--- src/verilog/clkgen_pkg.sv ---
/*
  Shared constants for the clock generator configuration controller:
  register offsets, field positions, reset values and timing counts.
  Assumes a 100 MHz system clock and a 16-bit plain register port.
*/
package clkgen_pkg;
  localparam int ADDR_W = 8;
  localparam int DATA_W = 16;
  localparam int NUM_OUT = 12;
  localparam int NUM_UPIN = 7;
  localparam int NUM_INTDIV = 5;
  // source codes at the cross point
  localparam logic [3:0] SRC_FRAC0 = 4'h0;
  localparam logic [3:0] SRC_FRAC1 = 4'h1;
  localparam logic [3:0] SRC_REF = 4'h2;
  localparam logic [3:0] SRC_INT0 = 4'h3;
  localparam logic [3:0] SRC_LAST = 4'h7;
  // reference select codes
  localparam logic [1:0] REF_XTAL = 2'h0;
  localparam logic [1:0] REF_EXT_A = 2'h2;
  localparam logic [1:0] REF_EXT_B = 2'h3;
  // universal pin function codes
  localparam logic [2:0] UF_NONE = 3'h0;
  localparam logic [2:0] UF_OE = 3'h1;
  localparam logic [2:0] UF_SSC = 3'h2;
  localparam logic [2:0] UF_REFSEL = 3'h3;
  localparam logic [2:0] UF_FSEL = 3'h4;
  localparam logic [2:0] UF_ADDR = 3'h5;
  // register offsets (word addresses on the plain port)
  localparam logic [7:0] OFS_CTRL = 8'h00;
  localparam logic [7:0] OFS_STATUS = 8'h01;
  localparam logic [7:0] OFS_REFCFG = 8'h02;
  localparam logic [7:0] OFS_XTAL = 8'h03;
  localparam logic [7:0] OFS_PDIV = 8'h04;
  localparam logic [7:0] OFS_FB_NUM = 8'h05;
  localparam logic [7:0] OFS_FB_DEN = 8'h06;
  localparam logic [7:0] OFS_FR_NUM0 = 8'h08;
  localparam logic [7:0] OFS_FR_DEN0 = 8'h0a;
  localparam logic [7:0] OFS_UPIN0 = 8'h10;
  localparam logic [7:0] OFS_ROUTE0 = 8'h20;
  localparam logic [7:0] OFS_OUTDIV0 = 8'h30;
  // control register fields
  localparam int CTRL_RESTART = 0;
  localparam int CTRL_RECAL = 1;
  localparam int CTRL_REFPIN = 2;
  localparam int CTRL_OE = 3;
  localparam int CTRL_SSC = 4;
  // refcfg fields: [1:0] select, [3:2] fmt a, [5:4] fmt b, [6] dis a, [7] dis b
  localparam int RC_FMT_A = 2;
  localparam int RC_FMT_B = 4;
  localparam int RC_DIS_A = 6;
  localparam int RC_DIS_B = 7;
  // status fields
  localparam int ST_READY = 0;
  localparam int ST_OUT_ON = 1;
  localparam int ST_RECAL = 2;
  localparam int ST_NOREF = 3;
  // crystal load: code n means 2.5 pF + 0.5 pF * n, 0..38 -> 2.5..21.5 pF
  localparam logic [5:0] XTAL_CL_MAX = 6'h26;
  localparam logic [5:0] OUTDIV_MIN = 6'h01;
  localparam logic [5:0] OUTDIV_MAX = 6'h3f;
  // timing
  localparam int CLK_MHZ = 100;
  localparam int RECAL_US = 10;
  localparam int RECAL_CYC = RECAL_US * CLK_MHZ;
  localparam int REF_WAIT_US = 20;
  localparam int REF_WAIT_CYC = REF_WAIT_US * CLK_MHZ;
endpackage

--- src/verilog/nvm_if.sv ---
/*
  Interface between the sequencer and the nonvolatile loader.
  Assumes both ends share clk.
*/
`timescale 1ns/1ns
interface nvm_if;
  logic start;
  logic busy;
  logic done;
  logic wr;
  logic [7:0] addr;
  logic [15:0] data;
  modport ctrl (output start, input busy, done, wr, addr, data);
  modport loader (input start, output busy, done, wr, addr, data);
endinterface

--- src/verilog/nvm_loader.sv ---
/*
  Walks a constant default image and emits one register write per cycle.
  Assumes start is a one-cycle pulse from the sequencer.
*/
`timescale 1ns/1ns
module nvm_loader import clkgen_pkg::*; #(
  parameter int DEPTH = 8
) (
  input wire logic clk,
  input wire logic reset,
  nvm_if.loader bus
);
  logic [7:0] img_addr [DEPTH];
  logic [15:0] img_data [DEPTH];
  always_comb begin
    for (int i = 0; i < DEPTH; i++) begin
      img_addr[i] = OFS_OUTDIV0 + 8'(i);
      img_data[i] = 16'h0001;
    end
    img_addr[0] = OFS_CTRL;
    img_data[0] = 16'h0018;
  end
  logic [7:0] idx_reg;
  logic busy_reg;
  logic done_reg;
  always_ff @(posedge clk or posedge reset) begin
    if (reset) begin
      idx_reg <= 8'h00;
      busy_reg <= 1'b0;
      done_reg <= 1'b0;
    end else begin
      done_reg <= 1'b0;
      if (bus.start) begin
        busy_reg <= 1'b1;
        idx_reg <= 8'h00;
      end else if (busy_reg) begin
        if (idx_reg == 8'(DEPTH - 1)) begin
          busy_reg <= 1'b0;
          done_reg <= 1'b1;
        end
        idx_reg <= idx_reg + 8'h01;
      end
    end
  end
  assign bus.busy = busy_reg;
  assign bus.done = done_reg;
  assign bus.wr = busy_reg;
  assign bus.addr = img_addr[idx_reg[2:0]];
  assign bus.data = img_data[idx_reg[2:0]];
endmodule // nvm_loader

--- src/verilog/clock_gen_config_control.sv ---
/*
  Configuration and sequencing controller of a multi-output clock generator.
  Assumes the register master keeps the plain-port timing, pins are async.
*/
// Operation
// RULE1 - power-up loads defaults from nonvolatile store
// RULE2 - register port closed until initialization done
// RULE3 - outputs squelched during initialization
// RULE4 - power-up option: defaults loaded, outputs disabled
// RULE5 - host writes, restarts sequence without reloading
// RULE6 - reference select by two pins or register
// RULE7 - universal pins assignable to one function
// RULE8 - cross point routes any divider anywhere
// RULE9 - output divider ratio 1 to 63
// RULE10 - four divider groups set frequency plan
// RULE11 - free-run crystal or synchronous external mode
// RULE12 - crystal load cap 2.5 to 21.5 pF
// RULE13 - unused reference inputs disabled by register
// RULE14 - reference input format selectable, four kinds
// RULE15 - config bit picks pin or register select
// RULE16 - no reference at power-up, no outputs
// RULE17 - manual recalibration turns outputs off briefly
// RULE18 - restart squelches outputs until complete
`timescale 1ns/1ns
module clock_gen_config_control import clkgen_pkg::*; #(
  parameter bit OTP_OUTPUTS_OFF = 1'b0,
  parameter int RECAL_CYCLES = RECAL_CYC,
  parameter int REF_WAIT_CYCLES = REF_WAIT_CYC
) (
  input wire logic clk,
  input wire logic reset,
  input wire logic [ADDR_W-1:0] reg_addr,
  input wire logic [DATA_W-1:0] reg_wdata,
  input wire logic reg_wr,
  input wire logic reg_rd,
  output logic [DATA_W-1:0] reg_rdata,
  input wire logic [NUM_UPIN-1:0] univ_pins,
  input wire logic ref_present,
  output logic [NUM_OUT-1:0] out_enable,
  output logic [NUM_OUT*4-1:0] out_source,
  output logic [NUM_OUT*6-1:0] out_divider,
  output logic [1:0] active_ref,
  output logic sync_mode,
  output logic ext_ref_a_on,
  output logic ext_ref_b_on,
  output logic [1:0] ext_ref_a_format,
  output logic [1:0] ext_ref_b_format,
  output logic [5:0] crystal_load_cap,
  output logic [7:0] input_divider,
  output logic [15:0] feedback_ratio_num,
  output logic [15:0] feedback_ratio_den,
  output logic [31:0] fractional_output_ratio_num,
  output logic [31:0] fractional_output_ratio_den,
  output logic spread_enable,
  output logic [1:0] freq_select,
  output logic [1:0] bus_addr_select,
  output logic recal_start,
  output logic ready
);
  typedef enum logic [2:0] {S_LOAD_GO, S_LOAD, S_REFWAIT, S_RUN, S_HOLD, S_RECAL} seq_t;
  seq_t state_reg, state_next;

  function automatic logic [5:0] clamp_div(input logic [5:0] v);
    return (v < OUTDIV_MIN) ? OUTDIV_MIN : v;
  endfunction

  nvm_if nv();
  nvm_loader #(.DEPTH(8)) u_loader (.clk(clk), .reset(reset), .bus(nv));

  // three-stage synchronisers on async pins
  logic [NUM_UPIN-1:0] pin_s1, pin_s2, pin_s3, pin_val;
  logic ref_s1, ref_s2, ref_s3, ref_ok;
  always_ff @(posedge clk or posedge reset) begin
    if (reset) begin
      pin_s1 <= '0;
      pin_s2 <= '0;
      pin_s3 <= '0;
      pin_val <= '0;
      ref_s1 <= 1'b0;
      ref_s2 <= 1'b0;
      ref_s3 <= 1'b0;
      ref_ok <= 1'b0;
    end else begin
      pin_s1 <= univ_pins;
      pin_s2 <= pin_s1;
      pin_s3 <= pin_s2;
      pin_val <= (pin_s2 & pin_s3) | (pin_val & (pin_s2 | pin_s3));
      ref_s1 <= ref_present;
      ref_s2 <= ref_s1;
      ref_s3 <= ref_s2;
      if (ref_s2 == ref_s3) begin
        ref_ok <= ref_s2;
      end
    end
  end

  // register file
  logic [15:0] ctrl_reg, refcfg_reg, pdiv_reg, fbnum_reg, fbden_reg;
  logic [5:0] xtal_reg;
  logic [15:0] frnum_reg [2];
  logic [15:0] frden_reg [2];
  logic [2:0] upin_reg [NUM_UPIN];
  logic [3:0] route_reg [NUM_OUT];
  logic [5:0] odiv_reg [NUM_OUT];

  // host writes only after init; loader writes during it
  wire host_open = (state_reg != S_LOAD_GO) && (state_reg != S_LOAD); // RULE2
  // gate on the registered ready so the port opens in the same cycle the host sees it
  wire host_wr = reg_wr && ready; // RULE2
  wire w_en = host_wr || nv.wr; // RULE1
  wire [7:0] w_addr = nv.wr ? nv.addr : reg_addr;
  wire [15:0] w_data = nv.wr ? nv.data : reg_wdata;
  wire restart_req = host_wr && (reg_addr == OFS_CTRL) && reg_wdata[CTRL_RESTART];
  wire recal_req = host_wr && (reg_addr == OFS_CTRL) && reg_wdata[CTRL_RECAL];

  always_ff @(posedge clk or posedge reset) begin
    if (reset) begin
      ctrl_reg <= 16'h0000;
      refcfg_reg <= 16'h0000;
      pdiv_reg <= 16'h0001;
      fbnum_reg <= 16'h0000;
      fbden_reg <= 16'h0001;
      xtal_reg <= 6'h00;
      for (int i = 0; i < 2; i++) begin
        frnum_reg[i] <= 16'h0000;
        frden_reg[i] <= 16'h0001;
      end
      for (int i = 0; i < NUM_UPIN; i++) upin_reg[i] <= UF_NONE;
      for (int i = 0; i < NUM_OUT; i++) begin
        route_reg[i] <= SRC_FRAC0;
        odiv_reg[i] <= OUTDIV_MIN;
      end
    end else if (w_en) begin
      unique case (w_addr)
        OFS_CTRL: ctrl_reg <= {w_data[15:2], 2'b00};
        OFS_REFCFG: refcfg_reg <= w_data; // RULE13
        OFS_XTAL: xtal_reg <= (w_data[5:0] > XTAL_CL_MAX) ? XTAL_CL_MAX : w_data[5:0]; // RULE12
        OFS_PDIV: pdiv_reg <= w_data; // RULE10
        OFS_FB_NUM: fbnum_reg <= w_data; // RULE10
        OFS_FB_DEN: fbden_reg <= w_data; // RULE10
        OFS_FR_NUM0: frnum_reg[0] <= w_data; // RULE10
        OFS_FR_NUM0 + 8'h01: frnum_reg[1] <= w_data;
        OFS_FR_DEN0: frden_reg[0] <= w_data;
        OFS_FR_DEN0 + 8'h01: frden_reg[1] <= w_data;
        default: begin
          for (int i = 0; i < NUM_UPIN; i++)
            if (w_addr == OFS_UPIN0 + 8'(i)) upin_reg[i] <= w_data[2:0]; // RULE7
          for (int i = 0; i < NUM_OUT; i++) begin
            if (w_addr == OFS_ROUTE0 + 8'(i)) // RULE8
              route_reg[i] <= (w_data[3:0] > SRC_LAST) ? SRC_LAST : w_data[3:0];
            if (w_addr == OFS_OUTDIV0 + 8'(i)) odiv_reg[i] <= clamp_div(w_data[5:0]); // RULE9
          end
        end
      endcase
    end
  end

  // universal pin functions, first pin of each two-bit function wins lower bit
  logic pin_oe_any, pin_oe_val, pin_ssc;
  logic [1:0] pin_refsel, pin_fsel, pin_addr;
  always_comb begin
    int r, f, a;
    r = 0;
    f = 0;
    a = 0;
    pin_oe_any = 1'b0;
    pin_oe_val = 1'b1;
    pin_ssc = 1'b0;
    pin_refsel = 2'b00;
    pin_fsel = 2'b00;
    pin_addr = 2'b00;
    for (int i = 0; i < NUM_UPIN; i++) begin
      unique case (upin_reg[i]) // RULE7
        UF_OE: begin
          pin_oe_any = 1'b1;
          pin_oe_val = pin_oe_val & pin_val[i];
        end
        UF_SSC: pin_ssc = pin_val[i];
        UF_REFSEL: begin
          if (r < 2) pin_refsel[r] = pin_val[i];
          r = r + 1;
        end
        UF_FSEL: begin
          if (f < 2) pin_fsel[f] = pin_val[i];
          f = f + 1;
        end
        UF_ADDR: begin
          if (a < 2) pin_addr[a] = pin_val[i];
          a = a + 1;
        end
        default: ;
      endcase
    end
  end

  // pin or register reference select
  wire [1:0] ref_sel = ctrl_reg[CTRL_REFPIN] ? pin_refsel : refcfg_reg[1:0]; // RULE6 RULE15
  wire is_sync = (ref_sel == REF_EXT_A) || (ref_sel == REF_EXT_B); // RULE11
  wire sw_oe = ctrl_reg[CTRL_OE] && (!pin_oe_any || pin_oe_val);

  // sequencer
  logic [15:0] cnt_reg, cnt_next;
  logic hold_reg;
  wire [15:0] recal_last = 16'(RECAL_CYCLES - 1);
  wire [15:0] refwait_last = 16'(REF_WAIT_CYCLES - 1);
  always_comb begin
    state_next = state_reg;
    cnt_next = cnt_reg + 16'h0001;
    unique case (state_reg)
      S_LOAD_GO: state_next = S_LOAD; // RULE1
      S_LOAD: if (nv.done) state_next = S_REFWAIT;
      S_REFWAIT: begin
        if (ref_ok) state_next = hold_reg ? S_HOLD : S_RUN; // RULE4 RULE16
        else if (cnt_reg == refwait_last) cnt_next = cnt_reg; // RULE16
      end
      S_RUN, S_HOLD: begin
        cnt_next = 16'h0000;
        if (restart_req) state_next = S_REFWAIT; // RULE5 RULE18
        else if (recal_req && state_reg == S_RUN) state_next = S_RECAL; // RULE17 RULE4
      end
      S_RECAL: if (cnt_reg == recal_last) state_next = S_RUN; // RULE17
    endcase
    if (state_next != state_reg) cnt_next = 16'h0000;
  end

  always_ff @(posedge clk or posedge reset) begin
    if (reset) begin
      state_reg <= S_LOAD_GO;
      cnt_reg <= 16'h0000;
      hold_reg <= 1'b0;
    end else begin
      state_reg <= state_next;
      cnt_reg <= cnt_next;
      if (state_reg == S_LOAD_GO) hold_reg <= OTP_OUTPUTS_OFF; // RULE4
      else if (restart_req) hold_reg <= 1'b0; // RULE5
    end
  end
  assign nv.start = (state_reg == S_LOAD_GO);

  wire outs_live = (state_reg == S_RUN) && ref_ok; // RULE3 RULE16 RULE18
  wire [15:0] status_word = {12'h000, !ref_ok, state_reg == S_RECAL, outs_live, host_open};

  logic [15:0] rd_mux;
  always_comb begin
    rd_mux = 16'h0000;
    unique case (reg_addr)
      OFS_CTRL: rd_mux = ctrl_reg;
      OFS_STATUS: rd_mux = status_word;
      OFS_REFCFG: rd_mux = refcfg_reg;
      OFS_XTAL: rd_mux = {10'h000, xtal_reg};
      OFS_PDIV: rd_mux = pdiv_reg;
      OFS_FB_NUM: rd_mux = fbnum_reg;
      OFS_FB_DEN: rd_mux = fbden_reg;
      OFS_FR_NUM0: rd_mux = frnum_reg[0];
      OFS_FR_NUM0 + 8'h01: rd_mux = frnum_reg[1];
      OFS_FR_DEN0: rd_mux = frden_reg[0];
      OFS_FR_DEN0 + 8'h01: rd_mux = frden_reg[1];
      default: begin
        for (int i = 0; i < NUM_UPIN; i++)
          if (reg_addr == OFS_UPIN0 + 8'(i)) rd_mux = {13'h0000, upin_reg[i]};
        for (int i = 0; i < NUM_OUT; i++) begin
          if (reg_addr == OFS_ROUTE0 + 8'(i)) rd_mux = {12'h000, route_reg[i]};
          if (reg_addr == OFS_OUTDIV0 + 8'(i)) rd_mux = {10'h000, odiv_reg[i]};
        end
      end
    endcase
  end

  logic [NUM_OUT*4-1:0] src_flat;
  logic [NUM_OUT*6-1:0] div_flat;
  for (genvar g = 0; g < NUM_OUT; g++) begin : g_flat
    assign src_flat[g*4 +: 4] = route_reg[g]; // RULE8
    assign div_flat[g*6 +: 6] = odiv_reg[g]; // RULE9
  end

  always_ff @(posedge clk or posedge reset) begin
    if (reset) begin
      reg_rdata <= 16'h0000;
      out_enable <= '0;
      out_source <= '0;
      out_divider <= '0;
      active_ref <= REF_XTAL;
      sync_mode <= 1'b0;
      ext_ref_a_on <= 1'b0;
      ext_ref_b_on <= 1'b0;
      ext_ref_a_format <= 2'h0;
      ext_ref_b_format <= 2'h0;
      crystal_load_cap <= 6'h00;
      input_divider <= 8'h00;
      feedback_ratio_num <= 16'h0000;
      feedback_ratio_den <= 16'h0000;
      fractional_output_ratio_num <= 32'h00000000;
      fractional_output_ratio_den <= 32'h00000000;
      spread_enable <= 1'b0;
      freq_select <= 2'h0;
      bus_addr_select <= 2'h0;
      recal_start <= 1'b0;
      ready <= 1'b0;
    end else begin
      reg_rdata <= (reg_rd && ready) ? rd_mux : 16'h0000; // RULE2
      out_enable <= {NUM_OUT{outs_live && sw_oe}}; // RULE3 RULE4 RULE17
      out_source <= src_flat;
      out_divider <= div_flat;
      active_ref <= ref_sel; // RULE6
      sync_mode <= is_sync; // RULE11
      ext_ref_a_on <= !refcfg_reg[RC_DIS_A]; // RULE13
      ext_ref_b_on <= !refcfg_reg[RC_DIS_B]; // RULE13
      ext_ref_a_format <= refcfg_reg[RC_FMT_A +: 2]; // RULE14
      ext_ref_b_format <= refcfg_reg[RC_FMT_B +: 2]; // RULE14
      crystal_load_cap <= xtal_reg; // RULE12
      input_divider <= pdiv_reg[7:0];
      feedback_ratio_num <= fbnum_reg;
      feedback_ratio_den <= fbden_reg;
      fractional_output_ratio_num <= {frnum_reg[1], frnum_reg[0]};
      fractional_output_ratio_den <= {frden_reg[1], frden_reg[0]};
      spread_enable <= ctrl_reg[CTRL_SSC] | pin_ssc; // RULE7
      freq_select <= pin_fsel;
      bus_addr_select <= pin_addr;
      recal_start <= recal_req && (state_reg == S_RUN); // RULE17
      ready <= host_open;
    end
  end
endmodule // clock_gen_config_control

--- config.mk ---
export PLATFORM = sky130hd
export DESIGN_NAME = clock_gen_config_control
export DESIGN_NICKNAME = d
export VERILOG_FILES = /design/src/verilog/clkgen_pkg.sv /design/src/verilog/nvm_if.sv /design/src/verilog/nvm_loader.sv /design/src/verilog/clock_gen_config_control.sv
export SDC_FILE = /design/constraint.sdc
export NUM_CORES = 1
export LEC_CHECK = 0
export BUFFER_PORTS_ARGS = -buffer_cell sky130_fd_sc_hd__buf_2
export CAP_MARGIN = 15
export CORE_MARGIN = 10
export CORE_UTILIZATION = 58
export DETAILED_ROUTE_END_ITERATION = 7
export MAX_ROUTING_LAYER = met4
export PLACE_DENSITY = 0.91
export SYNTH_ARGS = -nofsm -noshare
export SYNTH_HDL_FRONTEND = slang
export SYNTH_SLANG_ARGS = --single-unit
--- constraint.sdc ---
create_clock -name clk -period 20.3 [get_ports clk]
set_clock_uncertainty 0.2 [all_clocks]
set_input_delay 1.015 -clock clk [delete_from_list [all_inputs] [get_ports clk]]
set_output_delay 1.015 -clock clk [all_outputs]
set_load 0.005 [all_outputs]
After elaboration in Yosys (flattened, before gate mapping). Memories as Yosys holds them, arrays and structs flattened. Cells that the tools add are included.

Register bits after elaboration: 614. Output and inout port bits: 274. Memories kept: 2. Memory bits (read-only): 192.

Memories: (no name shown) (words 8, width 16, read ports 1, clocked after Yosys merged registers in 0, wr ports 0, RTL line nvm_loader.sv:49) `assign bus.data = img_data[idx_reg[2:0]];`; (no name shown) (words 8, width 8, read ports 1, clocked after Yosys merged registers in 0, wr ports 0, RTL line nvm_loader.sv:48) `assign bus.addr = img_addr[idx_reg[2:0]];`.

Eq/ne operators: 130. Add/sub/neg operators: 17. Bitwise logic cells: 13. Muxes and demuxes: 196. Reduce and logical (&&, ||, !) cells: 84. Order comparisons: 58.

Operators with widths (number): $lt A32 B3 Y1 const B (36); $mux W16 (37); $ge A32 B1 Y1 const B (18); $add A32 B2 Y32 const B (15); $mux W32 (15); $eq A8 B6 Y1 const B (48); $pmux W16 S11 (1); $eq A8 B5 Y1 const B (14); $reduce_and A3 Y1 (31); $mux W2 (37); $eq A8 B4 Y1 const B (8); $eq A8 B3 Y1 const B (7); $mux W1 (53); $eq A3 B2 Y1 const B (16); $eq A3 B3 Y1 const B (16); $mux W8 (5); $bwmux W2 (18); $eq A8 B2 Y1 const B (4); $pmux W16 S2 (1); $logic_and A1 B1 Y1 (28); $eq A3 B1 Y1 const B (8); $mux W3 (7); $reduce_and A2 Y1 (10); $demux W1 S1 (18); 31 further kinds (47).

Logic depth before layout (Yosys ltp).
Word-level depth: 34. Mapped depth: 19.

Cells and area by module. Synthesis repeated with hierarchy kept, for this count alone.

Cell total of the unflattened synthesis: 2178. Area, all modules: 25404.4 um2.

By module, submodules not included: clock_gen_config_control (times used 1, cells an instance 2104, sequential area each 15109.5 um2, area each 24733.7 um2); nvm_loader (times used 1, cells an instance 74, sequential area each 250.2 um2, area each 670.6 um2).

Worst setup path before layout. Ideal clock, no wire load.

Kind: flip-flop to flip-flop. From: reg upin_reg[15] in the netlist's numbering. To: reg freq_select[0]. Arrival: 4.016 ns. Setup slack: 15.959 ns. Cell stages (with the launch flop): 17. Cell sequence: dfrtp_1 -> clkbuf_1 -> nor3b_1 -> inv_1 -> fa_1 -> inv_1 -> ha_1 -> o21ai_1 -> inv_1 -> ha_1 -> nor4bb_1 -> xor2_1 -> xnor2_1 -> nand2_1 -> nor4_1 -> mux2_1 -> mux2_4.

Word-level cells in the longest chain between the ends: 21. Elaborated cells on any way between the ends: 56. Those cells by class: add/sub (4); order compare (15); eq/ne (1); mux (31); reduce/logical (5).

RTL lines: start: declaration (RTL line clock_gen_config_control.sv:102) `logic [2:0] upin_reg [NUM_UPIN];`; start signal: indexed assignment (RTL line clock_gen_config_control.sv:147) `if (w_addr == OFS_UPIN0 + 8'(i)) upin_reg[i] <= w_data[2:0];`; $eq A3 B3 Y1 * (RTL line clock_gen_config_control.sv:173) `unique case (upin_reg[i])`; parallel branches: the longest is 19 deep, another holds $add A32 B2 Y32; $mux W2 * (RTL line clock_gen_config_control.sv:173); via pin_fsel[0] (RTL line clock_gen_config_control.sv:160) `logic [1:0] pin_refsel, pin_fsel, pin_addr;`; end signal: assignment (RTL line clock_gen_config_control.sv:317) `freq_select <= pin_fsel;`; end: declaration (RTL line clock_gen_config_control.sv:55) `output logic [1:0] freq_select,`.

Mark *: on every way through the listed nets, which the timed path passes. A chain may end at the register's enable or synchronous reset.

Worst setup path in the final report.
From: reg upin_reg[18] in the netlist's numbering. To: reg freq_select[1].

Word-level cells in the longest chain between the ends: 24. Elaborated cells on any way between the ends: 66. Those cells by class: add/sub (5); order compare (18); eq/ne (1); mux (36); reduce/logical (6).

RTL lines (RTL line): $eq A3 B3 Y1 * (clock_gen_config_control.sv:173); $mux W1 * (clock_gen_config_control.sv:173); parallel branches: the longest is 21 deep, another holds $add A32 B2 Y32; $mux W2 * (clock_gen_config_control.sv:173); via pin_fsel[1] (clock_gen_config_control.sv:160).

Marked as above.

==> flow_metrics.tcl <==
set metrics [dict create \
    status "finished, violations left" \
    failed_checks "design-rule violations" \
    cp_slowest_cell "nor3b_1" \
    routedWlPerCell_um 27.2 \
    crit_arrival_ps 5210 \
    ys_top_cells_by_area "dfrtp_1, mux2_2, nand2_1, o21ai_0, nor2_1" \
    drv_cap 0 \
    nFillCells 2893 \
    min_to "ref_s2" \
    required_ps 20630 \
    drive_gt1_share_pct 23.9 \
    synth_area_per_cell_um2 11.4 \
    worst-path-max-fanout 6 \
    synth_simple_gate_area_share_pct 14.0 \
    area_growth_pct 16.8 \
    yosysSeqAreaShare_pct 61.7 \
    rsz0062_at_grt "false" \
    gp_congestion 1.03 \
    timing.fmax_ghz 0.205 \
    ys_warn_count 0 \
    grt_usage_pct 32.4 \
    fin_crit_ps 4880 \
    grt_overflow 0 \
    num_rows 75 \
    path_cells "nor3b_1 -> inv_1 -> ha_1 -> nor4b_1 -> a21o_1 -> ha_1 -> o21ai_1 -> inv_1 -> ha_1 -> nor4bb_1 -> xor2_1 -> xnor2_1 -> nand2_1 -> nor4_1 -> mux2_1 -> mux2_4" \
    critPathLaunchType "flop" \
    firstDrtPassIters 8 \
    cts_tree "yes" \
    hp-class "reg2reg" \
    grt_pass1_wl_um 123000 \
    fin_nets 2515 \
    clock-sinks 613 \
    finalWirelength_um 83100 \
    r2r-start "upin_reg[18]" \
    dp_hpwl_um 54900 \
    ios 310 \
    relSlewSlack_pct 20.0 \
    drt_iter0_drc 3269 \
    crit_path_end_kind "flop" \
    cts_resized 0 \
    synth_adder_area_share_pct 1.47 \
    die_area_um2 51600 \
    vias 20201 \
    cp_num_buf_inv 2 \
    ir_drop_mv 0.0928 \
    ys_ff_latch 613 \
    via_per_inst 6.61 \
    clkSlewWorstSetupHoldPaths_ps 60 \
    hold_viol_final 0 \
    grt_max_degree 196 \
    synth_top_family_by_area "simple AND/OR/NAND/NOR gates" \
    hold_depth 0 \
    worstRegToRegCells 16 \
    reg2reg_slack_ps 15420 \
    root_buffer "clkbuf_16" \
    synth_top_area_share_pct 60.0 \
    p_leak_uw 0.0142 \
    netlist_area_um2 24900 \
    max_slew.worst_pin.slew_ps 1200 \
    synth_edf_count 0 \
    yosys_most_used_dff "dfrtp_1" \
    start_util_pct 59.0 \
    die_y_um 227 \
    cts_buffers 57 \
    synth-compound-area-share_pct 12.4 \
    crit_type "reg2reg" \
    synth.net_count 2241 \
    core_area_um2 42200 \
    cp_top_family "simple AND/OR/NAND/NOR gates" \
    async_reset_ff_share_pct 100 \
    synth_cells 2184 \
    dieWidth_um 227 \
    synth.largest_area_cell "dfrtp_1" \
    antenna_found_initial 10 \
    synth.distinct_cells 91 \
    port_buffers 309 \
    grt_pass1_vias 19944 \
    clk_path_buf_depth 3 \
    r2r-end "freq_select[1]" \
    synthXorXnorAreaFrac_pct 1.38 \
    antenna_left 0 \
    clock_latency_ps 660 \
    hp-start "ref_s1" \
    slew_viol_final 0 \
    power_density_nw_per_um2 90.4 \
    ctsHoldBuffers 0 \
    tns_ps 0 \
    post_cts.repair.setup_buffers 0 \
    route.detailed.drc 19 \
    post-route-period-util_pct 24.1 \
    htreeDepth 2 \
    finalPower_uw 2630 \
    critical-path-max-stage-delay_ps 570 \
    finalSetupViolations 0 \
    crit_top_cell "ha_1" \
    synth.area.mux_share_pct 6.26 \
]
-- worst max path at each step --
stage            startpoint             end  slack (ps)  depth (start not counted)
2_1_floorplan         reset   active_ref[0]        1950                          1
3_3_place_gp    reg_addr[0]      cnt_reg[9]       15650                          9
3_5_place_dp   upin_reg[18]  freq_select[1]       15520                         16
4_1_cts        upin_reg[18]  freq_select[1]       15520                         16
5_1_grt        upin_reg[18]  freq_select[1]       15100                         16
6_report       upin_reg[18]  freq_select[1]       15420                         16
-- per-stage QoR --
stage                     setup slack, ps  hold slack, ps  utilization [%]  cells  area, um^2
final                               15420             149             68.9   3054       29100
after global routing                15100             150             68.9   3053       29100
after global placement              15650             133             63.6   2929       26900
after floorplan                      1950             131                -   2184       24900
after CTS                           15520             149             68.5   3037       28900
after detailed placement            15520             136             63.7   2931       26900
-- cell families after synthesis --
kind of cell    count (synthesis)
simple gates                  705
flops                         613
compound gates                496
buf+inv                       167
mux                           139
xor+xnor                       35
fa+ha+maj                      29
-- report_power, final --
| part | internal (uW) | switching (uW) | total, uW | leakage, uW |
|---|---|---|---|---|
| sequential | 1280 | 53.0 | 1330 | 0.00825 |
| combinational | 57.6 | 109 | 166 | 0.00499 |
| clock | 649 | 480 | 1130 | 0.000981 |
-- per-layer routing --
| layer | vias up | GRT usage (%) | share of wire (%) |
|---|---|---|---|
| li1 | 8313 | - | - |
| met4 | 0 | 15.2 | 5.2 |
| met2 | 1545 | 49.3 | 46 |
| met1 | 9958 | 39.2 | 36 |
| met5 | - | - | 0 |
| met3 | 385 | 9.84 | 13 |
-- synth_stat cells, types with 19 or more instances --
cell type  number
o21ai_0       195
dfrtp_1       597
a21oi_1        97
nor2_1        144
nand2_1       282
and2_1         19
a22oi_1        48
nor3_1         35
mux2_2        104
nand3_1        38
clkbuf_1      100
inv_1          36
mux2i_1        29
nor4_1         20
-- placed cells by master (no fill, tap or decap), drive strengths merged, types with 12 or more instances in the layout --
master / Yosys / final
nand3: 38 / 38
nand3b: 12 / 12
dfrtp: 597 / 597
a222oi: 12 / 12
mux2: 108 / 108
clkinv: 0 / 15
nand2: 282 / 282
clkbuf: 100 / 82
a21oi: 97 / 97
a22o: 13 / 13
o211ai: 15 / 15
a31oi: 13 / 13
nor4: 21 / 21
and2: 19 / 19
o21ai: 205 / 205
nor2: 144 / 144
mux2i: 29 / 29
and3: 15 / 15
buf: 30 / 345
ha: 18 / 18
inv: 37 / 38
nor4b: 12 / 12
nor3: 35 / 35
nand4: 12 / 12
xor2: 18 / 18
nor3b: 18 / 18
nor2b: 16 / 16
nand2b: 16 / 16
dfstp: 16 / 16
xnor2: 16 / 16
a22oi: 48 / 48
-- cell type report --
| type | instances | area, um^2 | area share (%) |
|---|---|---|---|
| flip-flops and latches | 613 | 15400 | 52.8 |
| multi-input cells | 1404 | 8920 | 30.7 |
| repair buffers | 345 | 1960 | 6.75 |
| clock buffers | 82 | 1660 | 5.71 |
| well taps | 539 | 674 | 2.32 |
| clock inverters | 24 | 342 | 1.17 |
| inverters | 37 | 146 | 0.503 |
| diodes | 10 | 25.0 | 0.0860 |
Power figures use the tool's default switching activity.
